### config.mk
export PLATFORM = sky130hd
export DESIGN_NAME = rx_crc32_step
export DESIGN_NICKNAME = d
export VERILOG_FILES = /design/src/verilog/rx_crc32_step.sv
export VERILOG_INCLUDE_DIRS = /design/src /design/src/verilog
export SDC_FILE = /design/constraint.sdc
export NUM_CORES = 1
export LEC_CHECK = 0
export BUFFER_PORTS_ARGS = -buffer_cell sky130_fd_sc_hd__buf_2
export CAP_MARGIN = 20
export CORE_MARGIN = 8
export CORE_UTILIZATION = 40
export DETAILED_ROUTE_END_ITERATION = 10
export GPL_TIMING_DRIVEN = 0
export PLACE_DENSITY = 0.95
export SYNTH_ARGS = -nofsm -noshare
export SYNTH_HDL_FRONTEND = slang
export SYNTH_SLANG_ARGS = --single-unit
### constraint.sdc
create_clock -name vclk -period 4.92
set_clock_uncertainty 0.15 [all_clocks]
set_input_delay 0.738 -clock vclk [all_inputs]
set_output_delay 0.738 -clock vclk [all_outputs]
set_load 0.1 [all_outputs]
### src/verilog/rx_mac_cfg.svh
`ifndef RX_MAC_CFG_SVH
`define RX_MAC_CFG_SVH

// ----------------------------------------
// register offsets
// ----------------------------------------
`define OFS_RX_CTRL   16'h050A
`define OFS_CRC_CFG   16'h050C
`define OFS_PAUSE_FWD 16'h050D
`define OFS_PAUSE_EN  16'h050E
`define OFS_STATUS    16'h050F

// ----------------------------------------
// field positions and writable masks
// ----------------------------------------
`define BIT_PRE_CHK  4
`define BIT_SFD_CHK  3
`define BIT_CRC_RM   0
`define BIT_FWD      0
`define BIT_STD_EN   0
`define PFC_EN_LSB   8
`define PFC_EN_MSB   15
`define MSK_RX_CTRL  32'h0000_0018
`define MSK_CRC_CFG  32'h0000_0001
`define MSK_FWD      32'h0000_0001
`define MSK_PAUSE_EN 32'h0000_FF01

// ----------------------------------------
// reset values
// ----------------------------------------
`define RST_RX_CTRL   32'h0000_0000
`define RST_CRC_CFG   32'h0000_0001
`define RST_FWD       32'h0000_0000
`define RST_PAUSE_EN  32'h0000_FF01

// ----------------------------------------
// link characters and frame layout
// ----------------------------------------
`define CH_START     8'hFB
`define CH_TERM      8'hFD
`define CH_ERR       8'hFE
`define CH_PRE       8'h55
`define CH_SFD       8'hD5
`define PRE_LAST     3'h5
`define PRE_SEQ_LEN  8
`define LINE_BASE    20
`define FCS_MARK     5
`define IDX_TY_HI    5'h0C
`define IDX_TY_LO    5'h0D
`define IDX_OP_HI    5'h0E
`define IDX_OP_LO    5'h0F
`define TYPE_HI      8'h88
`define TYPE_LO      8'h08
`define OP_STD_HI    8'h00
`define OP_PFC_HI    8'h01
`define OP_LO        8'h01
`define CTL_NONE     3'h0
`define CTL_STD      3'h1
`define CTL_PFC      3'h2
`define CTL_OTHER    3'h4

// ----------------------------------------
// checksum
// ----------------------------------------
`define CRC_POLY     32'hEDB8_8320
`define CRC_INIT     32'hFFFF_FFFF
`define CRC_RESIDUE  32'hDEBB_20E3

`endif

### src/verilog/rx_crc32_step.sv
`timescale 1ns/1ps
`default_nettype none
`include "rx_mac_cfg.svh"

// ----------------------------------------
// one byte step of the frame checksum
// ----------------------------------------
module rx_crc32_step (
    input  wire logic [31:0] crc_in,
    input  wire logic [7:0]  data_in,
    output logic      [31:0] crc_out
);
    logic [31:0] acc;

    // lsb first order
    // bits enter least significant first, so the x31 term
    // is bit 0 of the first checksum byte
    always_comb begin
        acc = crc_in;
        for (int b = 0; b < 8; b++) begin
            acc = {1'b0, acc[31:1]} ^
                  ((acc[0] ^ data_in[b]) ? `CRC_POLY : 32'h0000_0000);
        end
        crc_out = acc;
    end
endmodule
`default_nettype wire

==> summary.md <==
| Metric | Value |
|---|---|
| Status | finished clean |
| Final setup vio count | 0 |
| Multi-input logic area | 691 um^2 |
| Number of unique standard cell types used by synthesis | 7 |
| Overall fraction of global-route tracks in use | 0.118 |
| Final sequential cell count | 0 |
| Non-Filler Cell Area, Final | 1080 um^2 |
| Syn-to-layout area delta | 56.3% |
| Transition at the pin with the smallest max-transition slack | 0.696 ns |
| CP Launch Point | data_in[4] |
| Horiz. Die Dim | 57.6 um |
| Largest area contributor in the netlist | xnor2_1 |
| Final Max Tran Viols | 0 |
| Post_cts resized | 0 |
| Core Rows | 15 |
| Final net count | 186 |
| Effective utilization at floorplan | 0.413 |
| Share of post-route cells with drive strength above 1 | 0.542 |
| Setup tns final | 0 ns |
| Synthesized Nets | 112 |
| Average size of a mapped cell | 9.59 um^2 |
| Final hold vios | 0 |
| Unrepaired setup endpoints after global routing | no |
| Most numerous cell in the Yosys netlist | xnor2_1 |
| Clock buffer count | 0 |
| Critical path capture point type | output pin |
| Number of maximum-capacitance constraint violations | 0 |
| Shortest clock period the worst path allows after layout | 3.59 ns |
| Vias | 703 |
| Count of antenna diodes in the layout | 0 |
| Total half-perimeter wirelength after legalization and detailed placement | 1.95 mm |
| Fmax | 279 MHz |
| Routed wire per std cell | 13.2 um |
| Pin count of the biggest net entering global routing | 10 |
| Leading post-synthesis cells by instance count | xnor2_1, xor2_1, xnor2_2 |
| Number of buffers added on ports | 72 |
| Count of unresolved DRC violations after routing | 0 |
| Sequential standard cell area | 0 um^2 |
| Critical path class | primary input to output pin |
| Placeable core region | 1670 um^2 |
| Post CTS Setup Buffer Count | 0 |
| Post-Syn Area | 691 um^2 |
| Detailed-routing iteration count for the pre-antenna-repair pass | 2 |
| Full die area | 3310 um^2 |
| Cells taking the most area after synthesis | xnor2_1, xor2_1, xnor2_2 |
| Area share of the leading cell type in the synthesized netlist | 0.647 |
| Vertical extent of the die | 57.6 um |
| Maximum fanout along the worst path | 5 |
| Post-CTS Hold Fix Bufs | 0 |
| Instance count of the mapped netlist | 72 |
| Required @ worst endpoint | 4.03 ns |
| Gr ovfl total | 0 |
| Layout filler cell count | 150 |
| Final critical-path share of the clock period | 0.730 |
| Top-level port count | 72 |
| HP Class | primary input to output pin |
| GP Congestion | 0.663 |
| Placement Cell Area | 1080 um^2 |
| Destination of the critical timing path | crc_out[27] |
| Relative slew slack | 0.532 |
| Per-cell via count in the routed design | 4.37 |
| Antenna violations before repair | 0 |
| Total wire length | 2.12 mm |
| Final core occ | 0.646 |
| Worst Path Arrival | 2.70 ns |
| Antenna-violating nets left | 0 |
| Kind of start point of the critical path | primary input |
| Detailed router's first-iteration violation count | 6 |
| Warnings from Yosys | 0 |
| Wire length of the first global-routing pass | 3.33 mm |
| Part of the Yosys area used for sequential elements | 0 |
| Via count of the first global-routing pass | 751 |
-- final cells by class --
class,count,share of cell area
multi-input cells,70,0.640
repair buffers,72,0.334
well taps,17,0.0197
inverters,2,0.00695
-- logic make-up after synthesis --
group     synth area share
xor+xnor             0.989
buf+inv             0.0109
-- metal layers --
| metal | GRT usage | part of all wire | vias up |
|---|---|---|---|
| met1 | 0.116 | 0.36 | 308 |
| li1 | - | - | 361 |
| met5 | 0 | 0 | - |
| met2 | 0.243 | 0.55 | 34 |
| met4 | 0 | 0 | 0 |
| met3 | 0.0359 | 0.089 | 0 |
-- cells in the final DEF (no fill, tap or decap), drive strengths merged --
master	n
buf	72
xnor3	2
inv	2
xnor2	54
xor2	14
-- worst max-delay path, stage by stage --
cell     delay, ns
buf_2         0.11
xnor2_1       0.57
xnor2_1       0.33
xnor2_1       0.35
xor2_1        0.16
buf_2         0.44
-- how the worst min path moves through the flow --
| stage | from | endpoint | slack (ns) | cells after the start |
|---|---|---|---|---|
| after global placement | crc_in[21] | crc_out[13] | 1.75 | 3 |
| after floorplan | crc_in[21] | crc_out[13] | 1.78 | 1 |
| after CTS | crc_in[21] | crc_out[13] | 1.75 | 3 |
| after global routing | crc_in[18] | crc_out[10] | 1.76 | 3 |
| final | crc_in[21] | crc_out[13] | 1.75 | 3 |
| after detailed placement | crc_in[21] | crc_out[13] | 1.75 | 3 |
-- per-stage QoR --
stage	hold slack [ns]	worst slack, ns	cells
5_1_grt	1.76	1.18	161
4_1_cts	1.75	1.31	161
3_5_place_dp	1.75	1.31	161
6_report	1.75	1.33	161
3_3_place_gp	1.75	1.34	161
2_1_floorplan	1.78	0.344	72
Power is not shown: default switching activity piles up to over one toggle a cycle in this logic, so the estimate is an artifact.
